[config.mk]
export PLATFORM = sky130hd
export DESIGN_NAME = qst_tx_path
export DESIGN_NICKNAME = d
export VERILOG_FILES = /design/src/design/qst_pkg.sv /design/src/design/qst_tx_path.sv
export SDC_FILE = /design/constraint.sdc
export NUM_CORES = 1
export LEC_CHECK = 0
export BUFFER_PORTS_ARGS = -buffer_cell sky130_fd_sc_hd__clkbuf_2
export CORE_MARGIN = 2
export CORE_UTILIZATION = 35
export CTS_CLUSTER_SIZE = 14
export DETAILED_ROUTE_END_ITERATION = 8
export HOLD_SLACK_MARGIN = 0.1
export PLACE_DENSITY = 0.52
export SLEW_MARGIN = 20
export SYNTH_ARGS = -nofsm -noshare
export SYNTH_HDL_FRONTEND = slang
export SYNTH_SLANG_ARGS = --single-unit
[constraint.sdc]
create_clock -name clk_i -period 5 [get_ports clk_i]
set_input_delay 0.5 -clock clk_i [delete_from_list [all_inputs] [get_ports clk_i]]
set_output_delay 0.5 -clock clk_i [all_outputs]
set_load 0.02 [all_outputs]
[src/design/qst_pkg.sv]
// constants and types for the four-channel serializer transmit path
package qst_pkg;

  // channel and character geometry
  localparam int NUM_CH = 4;
  localparam int CHAR_W = 10;
  localparam int BUS_W = 8;
  localparam logic [3:0] CHAR_LAST = 4'h9;
  localparam logic [9:0] INVALID_CHAR = 10'h278;

  // phase-align buffer
  localparam int BUF_DEPTH = 4;
  localparam int BUF_PTR_W = 3;
  localparam logic [2:0] BUF_FULL = 3'h4;
  localparam logic [2:0] BUF_INIT_FILL = 3'h2;

  // self-test generator
  localparam int LFSR_W = 9;
  localparam logic [8:0] LFSR_SEED = 9'h1FF;

  // wishbone register map, byte addresses
  localparam int ADR_W = 8;
  localparam logic [7:0] ADR_CTRL = 8'h00;
  localparam logic [7:0] ADR_STATUS = 8'h04;

  // control register fields
  localparam int CTRL_ICS_LSB = 0;
  localparam int CTRL_PAR_LSB = 2;
  localparam int CTRL_SPD_LSB = 4;
  localparam int CTRL_HALF_BIT = 8;
  localparam int CTRL_LOOP_LSB = 12;
  localparam logic [1:0] TRI_RESET = 2'h0;
  localparam logic [3:0] LOOP_RESET = 4'h0;

  // status register fields
  localparam int STAT_ERR_LSB = 0;
  localparam int STAT_BIST_LSB = 4;
  localparam int STAT_OE_LSB = 8;
  localparam int STAT_BADMODE_BIT = 12;
  localparam int STAT_ARMED_BIT = 13;

  typedef enum logic [1:0] {QST_LOW, QST_MID, QST_HIGH} qst_tri_t;
  typedef enum logic [1:0] {INIT_RUN, INIT_SEEN1, INIT_ARMED} qst_init_t;

endpackage : qst_pkg

[src/design/qst_tx_path.sv]
// transmit path of a four-channel serializer with wishbone control registers
//
// Contract
// - select LOW samples inputs on reference clock; HIGH on shared channel-A clock.
// - select middle samples each channel on its own transmit clock.
// - input register takes ten character bits per input clock, bit 5 is code i.
// - characters leave the serializer least significant bit first.
// - reference clock at full rate bypasses the phase-align buffers.
// - any other clock or half-rate mode routes data through phase-align buffers.
// - init input low over two reference edges arms; rising records clock phase.
// - buffer init input is synchronized before use.
// - aligned buffer absorbs half a character of drift either way; code allows two characters either way.
// - buffer overrun or underrun sets a sticky error until reinitialized.
// - while error stands the channel sends the invalid character continuously; code sends the self-test character instead while self-test is enabled.
// - odd parity over ten bits and parity bit; checked unless control is LOW.
// - failing character is replaced by the invalid character.
// - self-test turns a channel register into a 511-state LFSR generator.
// - self-test latch transparent while open; LOW bus bit enables; holds when closed.
// - device reset presets self-test latch to disabled.
// - parallel inputs are ignored on a channel running self-test.
// - odd bus bits map self-test D..A, even bits map outputs D..A.
// - driver latch transparent while open; HIGH enables, LOW powers down channel.
// - device reset clears output-enable latch, all drivers off.
// - loopback forces enabled drivers to constant logic one.
// - bit clock is reference times 10 or 20; character clock drives the path.
// - device reset sampled on reference edge clears state machines and latches; code applies it on every clk edge.
`timescale 1ns/1ps
`default_nettype none

module qst_tx_path (
  input wire logic clk_i,
  input wire logic rst_i,
  input wire logic wb_cyc_i,
  input wire logic wb_stb_i,
  input wire logic wb_we_i,
  input wire logic [qst_pkg::ADR_W-1:0] wb_adr_i,
  input wire logic [3:0] wb_sel_i,
  input wire logic [31:0] wb_dat_i,
  output logic [31:0] wb_dat_o,
  output logic wb_ack_o,
  input wire logic device_reset_n_i,
  input wire logic shared_char_clock_i,
  input wire logic [qst_pkg::NUM_CH-1:0] channel_char_clock_i,
  input wire logic [qst_pkg::NUM_CH-1:0][qst_pkg::CHAR_W-1:0] char_in_i,
  input wire logic [qst_pkg::NUM_CH-1:0] char_parity_in_i,
  input wire logic align_buffer_init_n_i,
  input wire logic selftest_latch_open_i,
  input wire logic driver_latch_open_i,
  input wire logic [qst_pkg::BUS_W-1:0] shared_enable_bus_i,
  output logic [qst_pkg::NUM_CH-1:0] serial_out_o,
  output logic [qst_pkg::NUM_CH-1:0] serial_drive_en_o,
  output logic [qst_pkg::NUM_CH-1:0] align_error_out_o
);
  import qst_pkg::*;

  function automatic qst_tri_t tri_decode(input logic [1:0] code);
    case (code)
      2'h0: tri_decode = QST_LOW;
      2'h3: tri_decode = QST_HIGH;
      default: tri_decode = QST_MID;
    endcase
  endfunction : tri_decode

  function automatic logic parity_ok(input logic [CHAR_W-1:0] c, input logic p);
    parity_ok = ^{c, p};
  endfunction : parity_ok

  function automatic logic [LFSR_W-1:0] lfsr_step(input logic [LFSR_W-1:0] s);
    // x^9 + x^5 + 1, maximal length 511
    lfsr_step = {s[LFSR_W-2:0], s[8] ^ s[4]};
  endfunction : lfsr_step

  // control register state
  logic [1:0] ics_reg;
  logic [1:0] par_reg;
  logic [1:0] spd_reg;
  logic half_rate_reg;
  logic [NUM_CH-1:0] loop_reg;

  // device reset folds in the pin, applied on every clk edge
  logic dev_rst;
  assign dev_rst = rst_i | ~device_reset_n_i;

  qst_tri_t ics;
  qst_tri_t par_mode;
  logic bypass;
  logic bad_mode;
  assign ics = tri_decode(ics_reg);
  assign par_mode = tri_decode(par_reg);
  assign bypass = (ics == QST_LOW) && !half_rate_reg;
  assign bad_mode = (ics != QST_LOW) && half_rate_reg;

  // character-rate enable; each clk stands for one bit time
  logic [3:0] char_cnt;
  logic half_phase;
  logic char_en;
  logic ref_tick;
  assign char_en = (char_cnt == CHAR_LAST);
  // half-rate reference edge comes every second character (x20)
  assign ref_tick = char_en & (~half_rate_reg | half_phase);

  always_ff @(posedge clk_i) begin
    if (dev_rst) begin
      char_cnt <= 4'h0;
      half_phase <= 1'b0;
    end else if (char_en) begin
      char_cnt <= 4'h0;
      half_phase <= ~half_phase;
    end else begin
      char_cnt <= char_cnt + 4'h1;
    end
  end

  // wishbone slave: ack one cycle after the request, unmapped reads zero
  logic wb_req;
  logic [31:0] status_word;
  assign wb_req = wb_cyc_i & wb_stb_i & ~wb_ack_o;

  always_ff @(posedge clk_i) begin
    if (rst_i) begin
      wb_ack_o <= 1'b0;
    end else begin
      wb_ack_o <= wb_req;
    end
  end

  always_ff @(posedge clk_i) begin
    if (rst_i) begin
      ics_reg <= TRI_RESET;
      par_reg <= TRI_RESET;
      spd_reg <= TRI_RESET;
      half_rate_reg <= 1'b0;
      loop_reg <= LOOP_RESET;
    end else if (wb_req && wb_we_i && wb_adr_i == ADR_CTRL) begin
      if (wb_sel_i[0]) begin
        ics_reg <= wb_dat_i[CTRL_ICS_LSB +: 2];
        par_reg <= wb_dat_i[CTRL_PAR_LSB +: 2];
        spd_reg <= wb_dat_i[CTRL_SPD_LSB +: 2];
      end
      if (wb_sel_i[1]) begin
        half_rate_reg <= wb_dat_i[CTRL_HALF_BIT];
        loop_reg <= wb_dat_i[CTRL_LOOP_LSB +: NUM_CH];
      end
    end
  end

  always_ff @(posedge clk_i) begin
    if (rst_i) begin
      wb_dat_o <= 32'h0000_0000;
    end else if (wb_req && !wb_we_i) begin
      case (wb_adr_i)
        ADR_CTRL: begin
          wb_dat_o <= {16'h0000, loop_reg, 3'h0, half_rate_reg, 2'h0, spd_reg,
                       par_reg, ics_reg};
        end
        ADR_STATUS: wb_dat_o <= status_word;
        default: wb_dat_o <= 32'h0000_0000;
      endcase
    end
  end

  // enable latches sharing one bus; transparent while open, hold when closed
  logic [NUM_CH-1:0] bist_en;
  logic [NUM_CH-1:0] oe_en;

  always_ff @(posedge clk_i) begin
    if (dev_rst) begin
      bist_en <= '0;
    end else if (selftest_latch_open_i) begin
      for (int c = 0; c < NUM_CH; c++) begin
        bist_en[c] <= ~shared_enable_bus_i[2*c+1];
      end
    end
  end

  always_ff @(posedge clk_i) begin
    if (dev_rst) begin
      oe_en <= '0;
    end else if (driver_latch_open_i) begin
      for (int c = 0; c < NUM_CH; c++) begin
        oe_en[c] <= shared_enable_bus_i[2*c];
      end
    end
  end

  // buffer init pin is asynchronous: two-flop synchroniser first
  logic init_meta;
  logic init_sync;
  qst_init_t init_state;
  logic init_do;

  always_ff @(posedge clk_i) begin
    if (dev_rst) begin
      init_meta <= 1'b1;
      init_sync <= 1'b1;
    end else begin
      init_meta <= align_buffer_init_n_i;
      init_sync <= init_meta;
    end
  end

  assign init_do = (init_state == INIT_ARMED) && init_sync;

  always_ff @(posedge clk_i) begin
    if (dev_rst) begin
      init_state <= INIT_RUN;
    end else begin
      case (init_state)
        INIT_RUN: begin
          if (ref_tick && !init_sync) begin
            init_state <= INIT_SEEN1;
          end
        end
        INIT_SEEN1: begin
          if (ref_tick) begin
            init_state <= init_sync ? INIT_RUN : INIT_ARMED;
          end
        end
        INIT_ARMED: begin
          if (init_sync) begin
            init_state <= INIT_RUN;
          end
        end
        default: init_state <= INIT_RUN;
      endcase
    end
  end

  // input capture strobes, one per channel
  logic shared_clk_q;
  logic [NUM_CH-1:0] ch_clk_q;
  logic [NUM_CH-1:0] cap_stb;

  always_ff @(posedge clk_i) begin
    if (dev_rst) begin
      shared_clk_q <= 1'b0;
      ch_clk_q <= '0;
    end else begin
      shared_clk_q <= shared_char_clock_i;
      ch_clk_q <= channel_char_clock_i;
    end
  end

  always_comb begin
    for (int c = 0; c < NUM_CH; c++) begin
      case (ics)
        QST_LOW: cap_stb[c] = char_en;
        QST_HIGH: cap_stb[c] = shared_char_clock_i & ~shared_clk_q;
        QST_MID: cap_stb[c] = channel_char_clock_i[c] & ~ch_clk_q[c];
        default: cap_stb[c] = char_en;
      endcase
    end
  end

  logic [NUM_CH-1:0][CHAR_W-1:0] in_char;
  logic [NUM_CH-1:0] in_par;
  logic [NUM_CH-1:0] wr_stb;

  always_ff @(posedge clk_i) begin
    if (dev_rst) begin
      in_char <= '0;
      in_par <= '0;
      wr_stb <= '0;
    end else begin
      for (int c = 0; c < NUM_CH; c++) begin
        wr_stb[c] <= cap_stb[c] & ~bypass;
        if (cap_stb[c]) begin
          in_char[c] <= char_in_i[c];
          in_par[c] <= char_parity_in_i[c];
        end
      end
    end
  end

  // phase-align buffers: centred fill gives two characters slack each way
  logic [CHAR_W:0] buf_mem [NUM_CH][BUF_DEPTH];
  logic [NUM_CH-1:0][BUF_PTR_W-1:0] wr_ptr;
  logic [NUM_CH-1:0][BUF_PTR_W-1:0] rd_ptr;
  logic [NUM_CH-1:0] align_err;
  logic [NUM_CH-1:0] rd_stb;
  logic [NUM_CH-1:0] overrun;
  logic [NUM_CH-1:0] underrun;

  always_comb begin
    for (int c = 0; c < NUM_CH; c++) begin
      logic [BUF_PTR_W-1:0] fill;
      fill = wr_ptr[c] - rd_ptr[c];
      rd_stb[c] = char_en & ~bypass;
      overrun[c] = wr_stb[c] & ~rd_stb[c] & (fill == BUF_FULL);
      underrun[c] = rd_stb[c] & ~wr_stb[c] & (fill == 3'h0);
    end
  end

  always_ff @(posedge clk_i) begin
    for (int c = 0; c < NUM_CH; c++) begin
      if (wr_stb[c] && !overrun[c]) begin
        buf_mem[c][wr_ptr[c][1:0]] <= {in_par[c], in_char[c]};
      end
    end
  end

  always_ff @(posedge clk_i) begin
    if (dev_rst) begin
      wr_ptr <= {NUM_CH{BUF_INIT_FILL}};
      rd_ptr <= '0;
    end else begin
      for (int c = 0; c < NUM_CH; c++) begin
        if (init_do) begin
          // current input phase becomes the centre of the buffer
          wr_ptr[c] <= BUF_INIT_FILL;
          rd_ptr[c] <= 3'h0;
        end else begin
          if (wr_stb[c] && !overrun[c]) begin
            wr_ptr[c] <= wr_ptr[c] + 3'h1;
          end
          if (rd_stb[c] && !underrun[c]) begin
            rd_ptr[c] <= rd_ptr[c] + 3'h1;
          end
        end
      end
    end
  end

  always_ff @(posedge clk_i) begin
    if (dev_rst) begin
      align_err <= '0;
    end else begin
      for (int c = 0; c < NUM_CH; c++) begin
        // a slip in the same cycle as reinit still sets the error
        align_err[c] <= (align_err[c] & ~init_do) | overrun[c] | underrun[c];
      end
    end
  end

  // self-test generators, advance once per character while the channel driver is enabled
  logic [NUM_CH-1:0][LFSR_W-1:0] lfsr;

  always_ff @(posedge clk_i) begin
    if (dev_rst) begin
      lfsr <= {NUM_CH{LFSR_SEED}};
    end else begin
      for (int c = 0; c < NUM_CH; c++) begin
        if (!bist_en[c]) begin
          lfsr[c] <= LFSR_SEED;
        end else if (char_en && oe_en[c]) begin
          lfsr[c] <= lfsr_step(lfsr[c]);
        end
      end
    end
  end

  // character selection and serializer
  logic [NUM_CH-1:0][CHAR_W-1:0] shreg;
  logic [NUM_CH-1:0][CHAR_W-1:0] tx_char;

  always_comb begin
    for (int c = 0; c < NUM_CH; c++) begin
      logic [CHAR_W:0] src;
      src = bypass ? {in_par[c], in_char[c]} : buf_mem[c][rd_ptr[c][1:0]];
      if (bist_en[c]) begin
        // bits 0 and 4 folded into the tenth bit so it still varies
        tx_char[c] = {lfsr[c][0] ^ lfsr[c][4], lfsr[c]};
      end else if (align_err[c]) begin
        tx_char[c] = INVALID_CHAR;
      end else if (par_mode != QST_LOW && !parity_ok(src[CHAR_W-1:0], src[CHAR_W])) begin
        tx_char[c] = INVALID_CHAR;
      end else begin
        tx_char[c] = src[CHAR_W-1:0];
      end
    end
  end

  always_ff @(posedge clk_i) begin
    if (dev_rst) begin
      shreg <= '0;
    end else begin
      for (int c = 0; c < NUM_CH; c++) begin
        if (!oe_en[c]) begin
          shreg[c] <= '0;
        end else if (char_en) begin
          shreg[c] <= tx_char[c];
        end else begin
          shreg[c] <= {1'b0, shreg[c][CHAR_W-1:1]};
        end
      end
    end
  end

  always_ff @(posedge clk_i) begin
    if (dev_rst) begin
      serial_out_o <= '0;
    end else begin
      for (int c = 0; c < NUM_CH; c++) begin
        if (!oe_en[c]) begin
          serial_out_o[c] <= 1'b0;
        end else if (|loop_reg) begin
          // keeps diagnostic patterns off the remote link
          serial_out_o[c] <= 1'b1;
        end else begin
          serial_out_o[c] <= shreg[c][0];
        end
      end
    end
  end

  assign serial_drive_en_o = oe_en;
  assign align_error_out_o = align_err;

  always_comb begin
    status_word = 32'h0000_0000;
    status_word[STAT_ERR_LSB +: NUM_CH] = align_err;
    status_word[STAT_BIST_LSB +: NUM_CH] = bist_en;
    status_word[STAT_OE_LSB +: NUM_CH] = oe_en;
    status_word[STAT_BADMODE_BIT] = bad_mode;
    status_word[STAT_ARMED_BIT] = (init_state == INIT_ARMED);
  end

endmodule : qst_tx_path

`default_nettype wire

==> results of run 1 <==
cells in the final DEF, fill, tap and decap left out, types with 9 or more instances in the layout:
| master | instances |
|---|---|
| sky130_fd_sc_hd__a22oi_1 | 14 |
| sky130_fd_sc_hd__edfxtp_1 | 176 |
| sky130_fd_sc_hd__o211ai_1 | 18 |
| sky130_fd_sc_hd__and2_1 | 28 |
| sky130_fd_sc_hd__ha_1 | 33 |
| sky130_fd_sc_hd__clkbuf_2 | 115 |
| sky130_fd_sc_hd__xor2_1 | 20 |
| sky130_fd_sc_hd__clkbuf_16 | 46 |
| sky130_fd_sc_hd__o21a_1 | 13 |
| sky130_fd_sc_hd__xnor2_1 | 44 |
| sky130_fd_sc_hd__buf_4 | 9 |
| sky130_fd_sc_hd__nor2_1 | 152 |
| sky130_fd_sc_hd__a221o_1 | 10 |
| sky130_fd_sc_hd__a21oi_1 | 53 |
| sky130_fd_sc_hd__clkbuf_1 | 13 |
| sky130_fd_sc_hd__conb_1 | 16 |
| sky130_fd_sc_hd__inv_1 | 34 |
| sky130_fd_sc_hd__mux2i_1 | 91 |
| sky130_fd_sc_hd__nor3_1 | 22 |
| sky130_fd_sc_hd__o21ai_0 | 15 |
| sky130_fd_sc_hd__nand3_1 | 26 |
| sky130_fd_sc_hd__dfxtp_1 | 206 |
| sky130_fd_sc_hd__nand2_1 | 111 |
| sky130_fd_sc_hd__a211oi_1 | 9 |
| sky130_fd_sc_hd__mux4_2 | 38 |
| sky130_fd_sc_hd__mux2_2 | 13 |
critical path: stages, from the launching register on:
cell and delay [ns]:
sky130_fd_sc_hd__dfxtp_1 0.90, sky130_fd_sc_hd__mux4_2 0.59, sky130_fd_sc_hd__mux2i_1 0.41, sky130_fd_sc_hd__xor2_1 0.23
sky130_fd_sc_hd__xnor2_1 0.16, sky130_fd_sc_hd__xnor3_1 0.38, sky130_fd_sc_hd__o21a_1 0.23, sky130_fd_sc_hd__a221oi_1 0.32
sky130_fd_sc_hd__nor3_1 0.10
final cells by class:
class                           count  share of cell area
Inverter                           34             0.00699
Clock inverter                     11             0.00432
Sequential cell                   382               0.515
Tap cell                          592              0.0406
Clock buffer                       65              0.0699
Timing Repair Buffer              126              0.0369
Multi-Input combinational cell    800               0.326
Yosys cell counts (9+ instances only):
cell type	instances	area, sq um
sky130_fd_sc_hd__mux2i_1	91	911
sky130_fd_sc_hd__mux2_2	13	146
sky130_fd_sc_hd__o21ai_0	15	75.1
sky130_fd_sc_hd__dfxtp_1	206	4120
sky130_fd_sc_hd__xnor2_1	44	385
sky130_fd_sc_hd__a211oi_1	9	67.6
sky130_fd_sc_hd__xor2_1	20	175
sky130_fd_sc_hd__o211ai_1	18	135
sky130_fd_sc_hd__edfxtp_1	176	5290
sky130_fd_sc_hd__ha_1	33	413
sky130_fd_sc_hd__and2_1	28	175
sky130_fd_sc_hd__nor2_1	153	574
sky130_fd_sc_hd__nand3_1	26	130
sky130_fd_sc_hd__mux4_2	38	856
sky130_fd_sc_hd__a221o_1	10	100
sky130_fd_sc_hd__a21oi_1	56	280
sky130_fd_sc_hd__nor3_1	22	110
sky130_fd_sc_hd__o21a_1	13	97.6
sky130_fd_sc_hd__nand2_1	111	417
sky130_fd_sc_hd__a22oi_1	14	105
sky130_fd_sc_hd__buf_4	17	128
sky130_fd_sc_hd__inv_1	34	128
sky130_fd_sc_hd__clkbuf_1	42	158
where the power goes:
part	internal, W	switching (W)	total (W)
combinational	0.0000384	0.0000673	0.000106
clock	0.00180	0.00123	0.00303
sequential	0.00325	0.0000105	0.00326
worst max path at each step:
stage          cells past startpoint                    to  slack (ns)                     from
2_1_floorplan                     12  shreg[34]$_SDFF_PP0_        2.23  ics_reg[0]$_SDFFE_PP0P_
3_3_place_gp                       8   shreg[2]$_SDFF_PP0_        1.54   rd_ptr[0]$_SDFFE_PP0P_
3_5_place_dp                      11   shreg[2]$_SDFF_PP0_        1.48  ics_reg[0]$_SDFFE_PP0P_
4_1_cts                            8   shreg[2]$_SDFF_PP0_        1.47   rd_ptr[0]$_SDFFE_PP0P_
5_1_grt                           11   shreg[8]$_SDFF_PP0_        1.30  ics_reg[0]$_SDFFE_PP0P_
6_report                           8  shreg[17]$_SDFF_PP0_        1.56   rd_ptr[3]$_SDFFE_PP0P_
kinds of logic after synthesis:
group	Yosys count	synth area share
and+or+nand+nor	369	0.101
AOI/OAI and AO/OA	165	0.0712
xor gates and xnor gates	68	0.0412
buffers and inverters	111	0.0329
adders and majority gates	33	0.0261
muxes	149	0.132
other	1	0.000237
DFF	382	0.595
per-layer routing:
layer  vias to the layer above  GRT usage
met1                      4715      0.212
li1                       4791          -
met2                       171      0.256
met3                        44     0.0272
met4                         0     0.0429
met5                         -          0
through the flow:
stage | hold slack (ns) | utilization
floorplan | 0.386 | -
global route | 0.143 | 0.411
finish | 0.150 | 0.411
detailed placement | 0.398 | 0.380
global placement | 0.397 | 0.380
CTS | 0.125 | 0.411
what timing repair did:
action	CTS	global route
hold buffers	1	0
gates resized for setup	0	0
endpoints found under the hold margin	1	0
==> Implementation_results.wiki, run 1 <==
{| class="wikitable"
! Metric !! Value
|-
| Run status || completed
|-
| Routed length on met2 || 16900 microns
|-
| Number of cells in the design after placement || 1933
|-
| Proportion of synthesized flip-flops having asynchronous set or reset || 0
|-
| Number of nets at the end of the flow || 1529
|-
| Post-DR wirelength/cell || about 18 microns
|-
| Max Buffers Root-to-Sink || 3
|-
| Setup slack of the most critical reg-to-reg path || approximately 1.6 ns
|-
| I/O pin total || about 160
|-
| Slew of the pin with the lowest slew margin || 1.09 ns
|-
| Total global-route track usage || 0.156
|-
| Slew Limit Headroom || 0.273
|-
| Unrepaired setup endpoints after global routing || no
|-
| DRC Markers || 0
|-
| Number of DRC violations after detailed-routing iteration 0 || 634
|-
| Filler cell count in the final layout || 4161
|-
| Worst setup margin || 1.56 ns
|-
| Worst clock skew on the final layout || about 0.010 ns
|-
| Hold Path End || bist_en[2]$_SDFFE_PP0P_
|-
| Post-route antenna net violation count || 0
|-
| Area occupied by multi-input gates || 5960 sq um
|-
| Diode insertion count for antenna repair || 0
|-
| Worst Path Arrival || 3.87 ns
|-
| Number of failing hold endpoints at the final stage || 0
|-
| Layout cells sized above 1 || 0.177
|-
| Worst-path fanout max || 14
|-
| Number of distinct library cell variants in the gate-level netlist after synthesis || 49
|-
| R2R Path Start || rd_ptr[3]$_SDFFE_PP0P_
|-
| Number of antenna violations at the first check in global routing || 2
|-
| Hold Path Depth || 2
|-
| Detail Placement HPWL || 24100 microns
|-
| Crit start category || flop
|-
| Worst setup EP type || flop
|-
| Startpoint-to-endpoint class of the critical path || reg2reg
|-
| Detailed Routing Iterations Pass 1 || 4
|-
| Floorplan row count || 77
|-
| Routability congestion estimate || 0.785
|-
| Vias per cell || 4.84
|-
| Vertical die dimension || 216 microns
|-
| Portion of the post-synthesis area used by sequential elements || 0.595
|-
| Die area || 46900 sq um
|-
| Wire length of the first global-routing pass || 56700 microns
|-
| Setup violations, final || 0
|-
| Via count of the first global-routing pass || 9724
|-
| Mean Syn Cell Area || 12.4 sq um
|-
| Flops & latches, synth || 382
|-
| Post-Syn Area || 15800 sq um
|-
| VDD IR max || slightly above 0.0002 V
|-
| Pre-CTS WS || about 1.5 ns
|-
| Clock tree from TritonCTS || built
|-
| Reported max-cap violation count || 0
|-
| Total power draw || 0.00639 W
|-
| Share of the clock period used by the worst path || 0.688
|-
| Via count || 9721
|-
| Die span in x || 216 microns
|-
| Pin count of the biggest net entering global routing || 54
|-
| Power Dens Cells || 350 nW/um^2
|-
| Worst reg2reg path depth || 8
|-
| Storage element area || 9410 sq um
|-
| Initial core utilization || 0.356
|-
| Number of buffers created by CTS || 42
|-
| Clk Tree Root Cell || sky130_fd_sc_hd__clkbuf_16
|-
| Aggregate routed wire length || 36000 microns
|-
| Largest register FFs || 176
|-
| Highest clock rate || slightly below 0.3 GHz
|-
| Static Leak || 6.02 nW
|-
| Port-buffer cells || 115
|-
| Min Clock Period, post-route || ~3.4 ns
|-
| Hold WC Path Type || in2reg
|-
| Sinks on the clock net || 382
|-
| Grt ovf || 0
|-
| Required time at the worst-slack endpoint || 5.43 ns
|-
| Final instance area || 18300 sq um
|-
| Number of flops mapped to enable cells by yosys || roughly 180
|-
| Hold Path Origin || shared_enable_bus_i[5]
|-
| Area added between synthesis and finish || 15.5%
|-
| Critical register-to-register path endpoint || shreg[17]$_SDFF_PP0_
|-
| Yosys warns || 0
|-
| Met1 routed wirelength after detailed routing || 17000 microns
|-
| Total core area || 44400 sq um
|-
| Clock latency on the worst-skew pair || ~0.55 ns
|-
| Accumulated negative setup slack || 0 ns
|-
| Max-slew violation count || 0
|-
| WL met3 || 1450 microns
|-
| Clk pin slew, worst setup/hold paths || around 0.06 ns
|-
| Synthesized instance count || about 1300
|-
| Top layer in use || met4
|-
| Cell area reported after detailed placement || approximately 17000 sq um
|-
| Most common flop cell mapped by yosys || sky130_fd_sc_hd__dfxtp_1
|-
| # H-tree levels || 2
|-
| Post-CTS Setup Bufs || 0
|-
| Layout Cells excl Fill || 2010
|}
No activity file was read; power rests on OpenSTA's default activity.
==> run 2: changes to the inputs <==
ABC_AREA = 1   (was unset)
clock period = 3.23 ns   (was 5 ns; I/O delays follow)
==> Implementation_results.wiki, run 2 <==
{| class="wikitable"
! Metric !! Value
|-
| Most used cells in the layout excluding fill and tap cells || sky130_fd_sc_hd__nand2_1, sky130_fd_sc_hd__inv_1, sky130_fd_sc_hd__dfxtp_1
|-
| Pin count of the biggest net entering global routing || 93 (+72%)
|-
| Diode insertion count for antenna repair || 0 (unchanged)
|-
| Proportion of synthesized flip-flops having asynchronous set or reset || 0 (unchanged)
|-
| Post-synthesis cell type with the largest combined area || sky130_fd_sc_hd__edfxtp_1
|-
| Number of antenna violations at the first check in global routing || 1 (-1)
|-
| Clock tree from TritonCTS || built
|-
| Grt ovf || 0 (unchanged)
|-
| Total core area || 50000 sq um (+12%)
|-
| Share of the clock period used by the worst path || 0.782 (+0.0941)
|-
| Flops & latches, synth || 382 (unchanged)
|-
| Startpoint-to-endpoint class of the critical path || reg2reg
|-
| Required time at the worst-slack endpoint || 3.64 ns (-1.79 ns)
|-
| Die span in x || 229 microns (+5.6%)
|-
| Post-Syn Area || 17700 sq um (+12%)
|-
| Area added between synthesis and finish || 18.8%
|-
| Most used routing layer in global routing || met2
|-
| Vertical die dimension || 229 microns (+5.6%)
|-
| Routability congestion estimate || 0.807 (+2.8%)
|-
| Setup violations, final || 0 (unchanged)
|-
| I/O pin total || 155 (unchanged)
|-
| Number of buffers created by CTS || 43 (+2.4%)
|-
| Critical Path Max Stage Delay || 0.57 ns (-0.33 ns)
|-
| Ranking of synthesized cells by instance count || sky130_fd_sc_hd__nand2_1, sky130_fd_sc_hd__inv_1, sky130_fd_sc_hd__dfxtp_1
|-
| Wire length of the first global-routing pass || 71300 microns (+26%)
|-
| Detail Placement HPWL || 29700 microns (+23%)
|-
| Most area-consuming cells after synthesis || sky130_fd_sc_hd__edfxtp_1, sky130_fd_sc_hd__dfxtp_1, sky130_fd_sc_hd__nand2_1
|-
| Reported max-cap violation count || 0 (unchanged)
|-
| Die area || 52300 sq um (+12%)
|-
| Slew of the pin with the lowest slew margin || 0.741 ns (-0.346 ns)
|-
| Most common cell after layout, fill and taps aside || sky130_fd_sc_hd__nand2_1
|-
| Max-slew violation count || 0 (unchanged)
|-
| Worst setup EP type || flop
|-
| Accumulated negative setup slack || 0 ns (unchanged)
|-
| Static Leak || 9.33 nW (+55%)
|-
| Crit start category || flop
|-
| Slew Limit Headroom || 0.505 (+0.232)
|-
| Clk pin slew, worst setup/hold paths || 0.06 ns (about the same)
|-
| Critical Path Slowest Stage Cell || sky130_fd_sc_hd__nor2_1
|-
| Worst Path Arrival || 2.93 ns (-0.94 ns)
|-
| Power Dens Cells || 474 nW/um^2 (+35%)
|-
| # H-tree levels || 2 (unchanged)
|-
| Cell type group with the largest total delay on the critical path || simple AND/OR/NAND/NOR gates
|-
| Number of distinct library cell variants in the gate-level netlist after synthesis || 43 (-12%)
|-
| Most common flop cell mapped by yosys || sky130_fd_sc_hd__dfxtp_1
|-
| Layout cells sized above 1 || 0.103 (-0.0739)
|-
| Mean Syn Cell Area || 8.06 sq um (-35%)
|-
| Largest register FFs || 176 (unchanged)
|-
| Port-buffer cells || 115 (unchanged)
|-
| Filler cell count in the final layout || 5023 (+21%)
|-
| Met2 Use GR || 0.304 (+0.0486)
|-
| Number of flops mapped to enable cells by yosys || 176 (unchanged)
|-
| Detailed Routing Iterations Pass 1 || 5 (+1)
|-
| Min Clock Period, post-route || 2.53 ns (-0.914 ns)
|-
| Total global-route track usage || 0.170 (+0.0144)
|-
| Sinks on the clock net || 382 (unchanged)
|-
| Number of failing hold endpoints at the final stage || 0 (unchanged)
|-
| Number of DRC violations after detailed-routing iteration 0 || 730 (+15%)
|-
| Synthesized instance count || 2194 (+72%)
|-
| Aggregate routed wire length || 44100 microns (+23%)
|-
| Global-route track usage on met3 || 0.0294 (+0.00221)
|-
| Worst clock skew on the final layout || 0.0186 ns (+0.00823 ns)
|-
| Max Buffers Root-to-Sink || 3 (unchanged)
|-
| VDD IR max || 0.000333 V (+60%)
|-
| Highest clock rate || 0.396 GHz (+36%)
|-
| Run status || completed
|-
| Portion of synthesized cell area occupied by the leading cell type || 0.299 (-0.0354)
|-
| Floorplan row count || 82 (+6.5%)
|-
| Portion of the post-synthesis area used by sequential elements || 0.532 (-0.0630)
|-
| Clk Tree Root Cell || sky130_fd_sc_hd__clkbuf_16
|-
| Most used standard cell by instance count after synthesis || sky130_fd_sc_hd__nand2_1
|-
| Unrepaired setup endpoints after global routing || no
|-
| Initial core utilization || 0.354 (-0.00207)
|-
| Resize count post-CTS || 0 (unchanged)
|-
| Via count of the first global-routing pass || 13700 (+41%)
|-
| Yosys warns || 0 (unchanged)
|-
| Post-DR wirelength/cell || 14.3 microns (-20%)
|-
| Worst hold slack || 0.123 ns (-0.0271 ns)
|-
| Via count || 14300 (+47%)
|-
| Number of nets at the end of the flow || 2534 (+66%)
|-
| Hold WC Path Type || in2reg
|-
| Critical-path cell list || ha_1 -> nand2_1 -> nor2_1 -> inv_2 -> buf_4 -> nor2_1 -> clkinv_1 -> nand2_1 -> o211ai_1
|-
| DRC Markers || 0 (unchanged)
|-
| Vias per cell || 4.60 (-4.8%)
|-
| Worst-path fanout max || 61 (+47)
|-
| Buffers & Inverters on Critical Path || 3 (+3)
|-
| Met1 layer usage reported by global route || 0.213 (+0.000509)
|-
| Clock latency on the worst-skew pair || 0.57 ns (+0.02 ns)
|-
| Post-route antenna net violation count || 0 (unchanged)
|}
-- run 2: final timing paths --
kind / from / endpoint / slack [ns] / depth (start not counted)
max: char_cnt[0]$_SDFF_PP0_ / lfsr[0]$_SDFFE_PP1P_ / 0.70 / 9
min reg2reg: init_meta$_SDFF_PP1_ / init_sync$_SDFF_PP1_ / 0.43 / 1
max reg2reg: char_cnt[0]$_SDFF_PP0_ / lfsr[0]$_SDFFE_PP1P_ / 0.70 / 9
min: char_in_i[32] / in_char[32]$_SDFFE_PP0N_ / 0.12 / 3
-- run 2: routing by layer --
layer	part of all wire	up-vias
li1	-	7422
met1	0.45	6567
met2	0.49	204
met3	0.041	58
met4	0.019	2
met5	0.00029	-
-- run 2: report_power, final --
| group | total, W | switching (W) | internal [W] |
|---|---|---|---|
| Clock | 0.00466 | 0.00194 | 0.00272 |
| Sequential | 0.00504 | 0.0000114 | 0.00502 |
| Combinational | 0.000253 | 0.000135 | 0.000118 |
-- run 2: area by class of cell --
| cell class | instances | area, sq um | area share |
|---|---|---|---|
| inverter | 298 | 1120 | 0.0533 |
| clock buffer | 59 | 1220 | 0.0581 |
| tap | 672 | 841 | 0.0400 |
| clock inverter | 20 | 123 | 0.00584 |
| multi-input combinational | 1444 | 6720 | 0.320 |
| sequential | 382 | 9410 | 0.448 |
| timing repair buffer | 222 | 1580 | 0.0752 |
-- run 2: kinds of logic after synthesis --
logic type,count (synthesis),synth area share
other,1,0.000212
DFF,382,0.532
AOI/OAI and AO/OA,340,0.106
adders and majority gates,33,0.0234
buffers and inverters,383,0.0912
and+or+nand+nor,1038,0.238
xor gates and xnor gates,17,0.00842
-- run 2: tightest hold or removal path, cell delays in order --
cell                       delay (ns)
sky130_fd_sc_hd__clkbuf_2        0.08
sky130_fd_sc_hd__o21ai_0         0.11
sky130_fd_sc_hd__a21oi_1         0.13
-- run 2: what timing repair did --
item,in CTS,in global routing
endpoints found under the hold margin,67,0
hold buffers,70,0
setup buffers,0,0
-- run 2: stage by stage --
| stage | instance area (sq um) | utilization | setup WS, ns | std cells | power, W |
|---|---|---|---|---|---|
| after floorplan | 17700 | - | 0.662 | 2209 | 0.00525 |
| after global placement | 19000 | 0.379 | 0.437 | 2948 | 0.00533 |
| after detailed placement | 19000 | 0.379 | 0.421 | 2948 | 0.00533 |
| after CTS | 21000 | 0.420 | 0.382 | 3097 | 0.0101 |
| after global routing | 21000 | 0.420 | 0.367 | 3097 | 0.0103 |
| final | 21000 | 0.420 | 0.704 | 3097 | 0.00995 |
==> run 3: changes to the inputs <==
clock period = 2.5 ns   (was 3.23 ns; I/O delays follow)
==> Implementation_results.wiki, run 3 (same netlist as run 2, synthesis figures left out) <==
{| class="wikitable"
! Metric !! Value
|-
| Run status || completed
|-
| Initial core utilization || 0.354 (unchanged)
|-
| Worst clock skew on the final layout || 0.0200 ns (+0.00142 ns)
|-
| Clk pin slew, worst setup/hold paths || 0.06 ns (about the same)
|-
| Power Dens Cells || 601 nW/um^2 (+27%)
|-
| Port-buffer cells || 115 (unchanged)
|-
| Required time at the worst-slack endpoint || 2.78 ns (-0.86 ns)
|-
| Min Clock Period, post-route || 2.31 ns (-0.211 ns)
|-
| Worst reg2reg path depth || 10 (+1)
|-
| # H-tree levels || 2 (unchanged)
|-
| Number of cells in the design after placement || 2977 (+0.98%)
|-
| Unrepaired setup endpoints after global routing || yes
|-
| Clock tree from TritonCTS || built
|-
| Hold Path Depth || 4 (+1)
|-
| Via count || 14600 (+2.7%)
|-
| Floorplan row count || 82 (unchanged)
|-
| Accumulated negative setup slack || 0 ns (unchanged)
|-
| I/O pin total || 155 (unchanged)
|-
| Grt ovf || 0 (unchanged)
|-
| Crit start category || flop
|-
| Slew of the pin with the lowest slew margin || 0.860 ns (+0.119 ns)
|-
| Wire length of the first global-routing pass || 72800 microns (+2.1%)
|-
| Hold WC Path Type || in2reg
|-
| Setup slack of the most critical reg-to-reg path || 0.19 ns (-0.52 ns)
|-
| Clock latency on the worst-skew pair || 0.58 ns (about the same)
|-
| Area added between synthesis and finish || 24.1%
|-
| Most used cells in the layout excluding fill and tap cells || sky130_fd_sc_hd__nand2_1, sky130_fd_sc_hd__inv_1, sky130_fd_sc_hd__dfxtp_1
|-
| Setup violations, final || 0 (unchanged)
|-
| Clk Tree Root Cell || sky130_fd_sc_hd__clkbuf_16
|-
| Highest clock rate || 0.432 GHz (+9.1%)
|-
| Number of antenna violations at the first check in global routing || 0 (-1)
|-
| Post-DR wirelength/cell || 14.4 microns (+0.85%)
|-
| Reported max-cap violation count || 0 (unchanged)
|-
| Vias per cell || 4.64 (+0.75%)
|-
| Worst setup EP type || flop
|-
| Detailed Routing Iterations Pass 1 || 6 (+1)
|-
| Sinks on the clock net || 382 (unchanged)
|-
| Startpoint-to-endpoint class of the critical path || reg2reg
|-
| Number of nets at the end of the flow || 2592 (+2.3%)
|-
| Layout Cells excl Fill || 3156 (+1.9%)
|-
| Aggregate routed wire length || 45400 microns (+2.8%)
|-
| Number of failing hold endpoints at the final stage || 0 (unchanged)
|-
| Pre-CTS WS || -0.00795 ns (-0.429 ns)
|-
| Number of buffers created by CTS || 43 (unchanged)
|-
| Largest register FFs || 176 (unchanged)
|-
| Slew Limit Headroom || 0.425 (-0.0797)
|-
| Routability congestion estimate || 0.809 (+0.25%)
|-
| Total global-route track usage || 0.173 (+0.00268)
|-
| Detail Placement HPWL || 30600 microns (+3.2%)
|-
| Worst-path fanout max || 11 (-82%)
|-
| Worst setup margin || 0.185 ns (-0.519 ns)
|-
| Worst hold slack || 0.137 ns (+0.0138 ns)
|-
| Share of the clock period used by the worst path || 0.926 (+0.144)
|-
| Total core area || 50000 sq um (unchanged)
|-
| Post-route antenna net violation count || 0 (unchanged)
|-
| Max-slew violation count || 0 (unchanged)
|-
| Via count of the first global-routing pass || 14100 (+3.0%)
|-
| Most common cell after layout, fill and taps aside || sky130_fd_sc_hd__nand2_1
|-
| Die area || 52300 sq um (unchanged)
|-
| Die span in x || 229 microns (unchanged)
|-
| Layout cells sized above 1 || 0.123 (+0.0197)
|-
| Max Buffers Root-to-Sink || 3 (unchanged)
|-
| DRC Markers || 0 (unchanged)
|-
| Diode insertion count for antenna repair || 0 (unchanged)
|-
| Static Leak || 9.75 nW (+4.5%)
|-
| Vertical die dimension || 229 microns (unchanged)
|-
| Pin count of the biggest net entering global routing || 62 (-33%)
|-
| Worst Path Arrival || 2.60 ns (-0.33 ns)
|-
| VDD IR max || 0.000436 V (+31%)
|-
| Number of DRC violations after detailed-routing iteration 0 || 717 (-1.8%)
|}
## run 3: changes by cell type in the layout (fill, tap and decap cells not counted), moves of 4 or more
cell,delta
sky130_fd_sc_hd__dlygate4sd3_1,+22
sky130_fd_sc_hd__clkinv_1,+6
sky130_fd_sc_hd__buf_4,+15
sky130_fd_sc_hd__buf_12,+16
sky130_fd_sc_hd__nor2_1,-7
sky130_fd_sc_hd__nand3_1,-4
sky130_fd_sc_hd__a21boi_0,-5
sky130_fd_sc_hd__clkinv_2,-8
sky130_fd_sc_hd__nor2_2,+7
## run 3: report_power, final
| part | switching, W | leakage (nW) | internal, W |
|---|---|---|---|
| logic | 0.000184 | 5.94 | 0.000171 |
| clock network | 0.00257 | 0.680 | 0.00376 |
| registers | 0.0000119 | 3.13 | 0.00649 |
## run 3: cell type report
cell class,instances,area (sq um)
clock buffer,57,1190
sequential,382,9410
inverter,298,1130
clock inverter,23,220
multi-input combinational,1445,6830
timing repair buffer,279,2300
tap,672,841
fill,4915,28000
## run 3: path summary, 6_finish.rpt
path                                start                    endpoint
setup / recovery  ics_reg[0]$_SDFFE_PP0P_    buf_mem[2][14]$_DFFE_PP_
hold / removal                wb_sel_i[1]  half_rate_reg$_SDFFE_PP0P_
setup reg to reg  ics_reg[0]$_SDFFE_PP0P_    buf_mem[2][14]$_DFFE_PP_
hold reg to reg      init_meta$_SDFF_PP1_        init_sync$_SDFF_PP1_
## run 3: worst max-delay path, cell delays in order (launching register included)
cell and delay, ns:
sky130_fd_sc_hd__dfxtp_1 0.33, sky130_fd_sc_hd__inv_1 0.08, sky130_fd_sc_hd__ha_4 0.18, sky130_fd_sc_hd__nand2_4 0.16
sky130_fd_sc_hd__inv_8 0.07, sky130_fd_sc_hd__nor2_2 0.31, sky130_fd_sc_hd__nor4_1 0.13, sky130_fd_sc_hd__nor2_2 0.24
sky130_fd_sc_hd__inv_1 0.13, sky130_fd_sc_hd__nor2_1 0.20, sky130_fd_sc_hd__buf_12 0.18
## run 3: per-layer routing
layer  up-vias  share of wire  GRT usage
met3        71          0.039     0.0349
met4         0          0.028     0.0554
li1       7544              -          -
met2       212           0.48      0.298
met5         -              0          0
met1      6807           0.45      0.217
## run 3: timing repair
item / CTS / global route
hold buffers: 92 / 0
pin swaps: 1 / 5
endpoints found under the setup margin: 31 / 248
resized for setup: 2 / 41
setup buffers: 0 / 4
cloned: 0 / 3
hold endpoints to repair: 84 / 0
## run 3: metrics by stage
stage           util  power, W  cell area [sq um]
2_1_floorplan      -   0.00678              17700
3_3_place_gp   0.388   0.00689              19400
3_5_place_dp   0.388   0.00689              19400
4_1_cts        0.434    0.0134              21700
5_1_grt        0.439    0.0137              21900
6_report       0.439    0.0132              21900
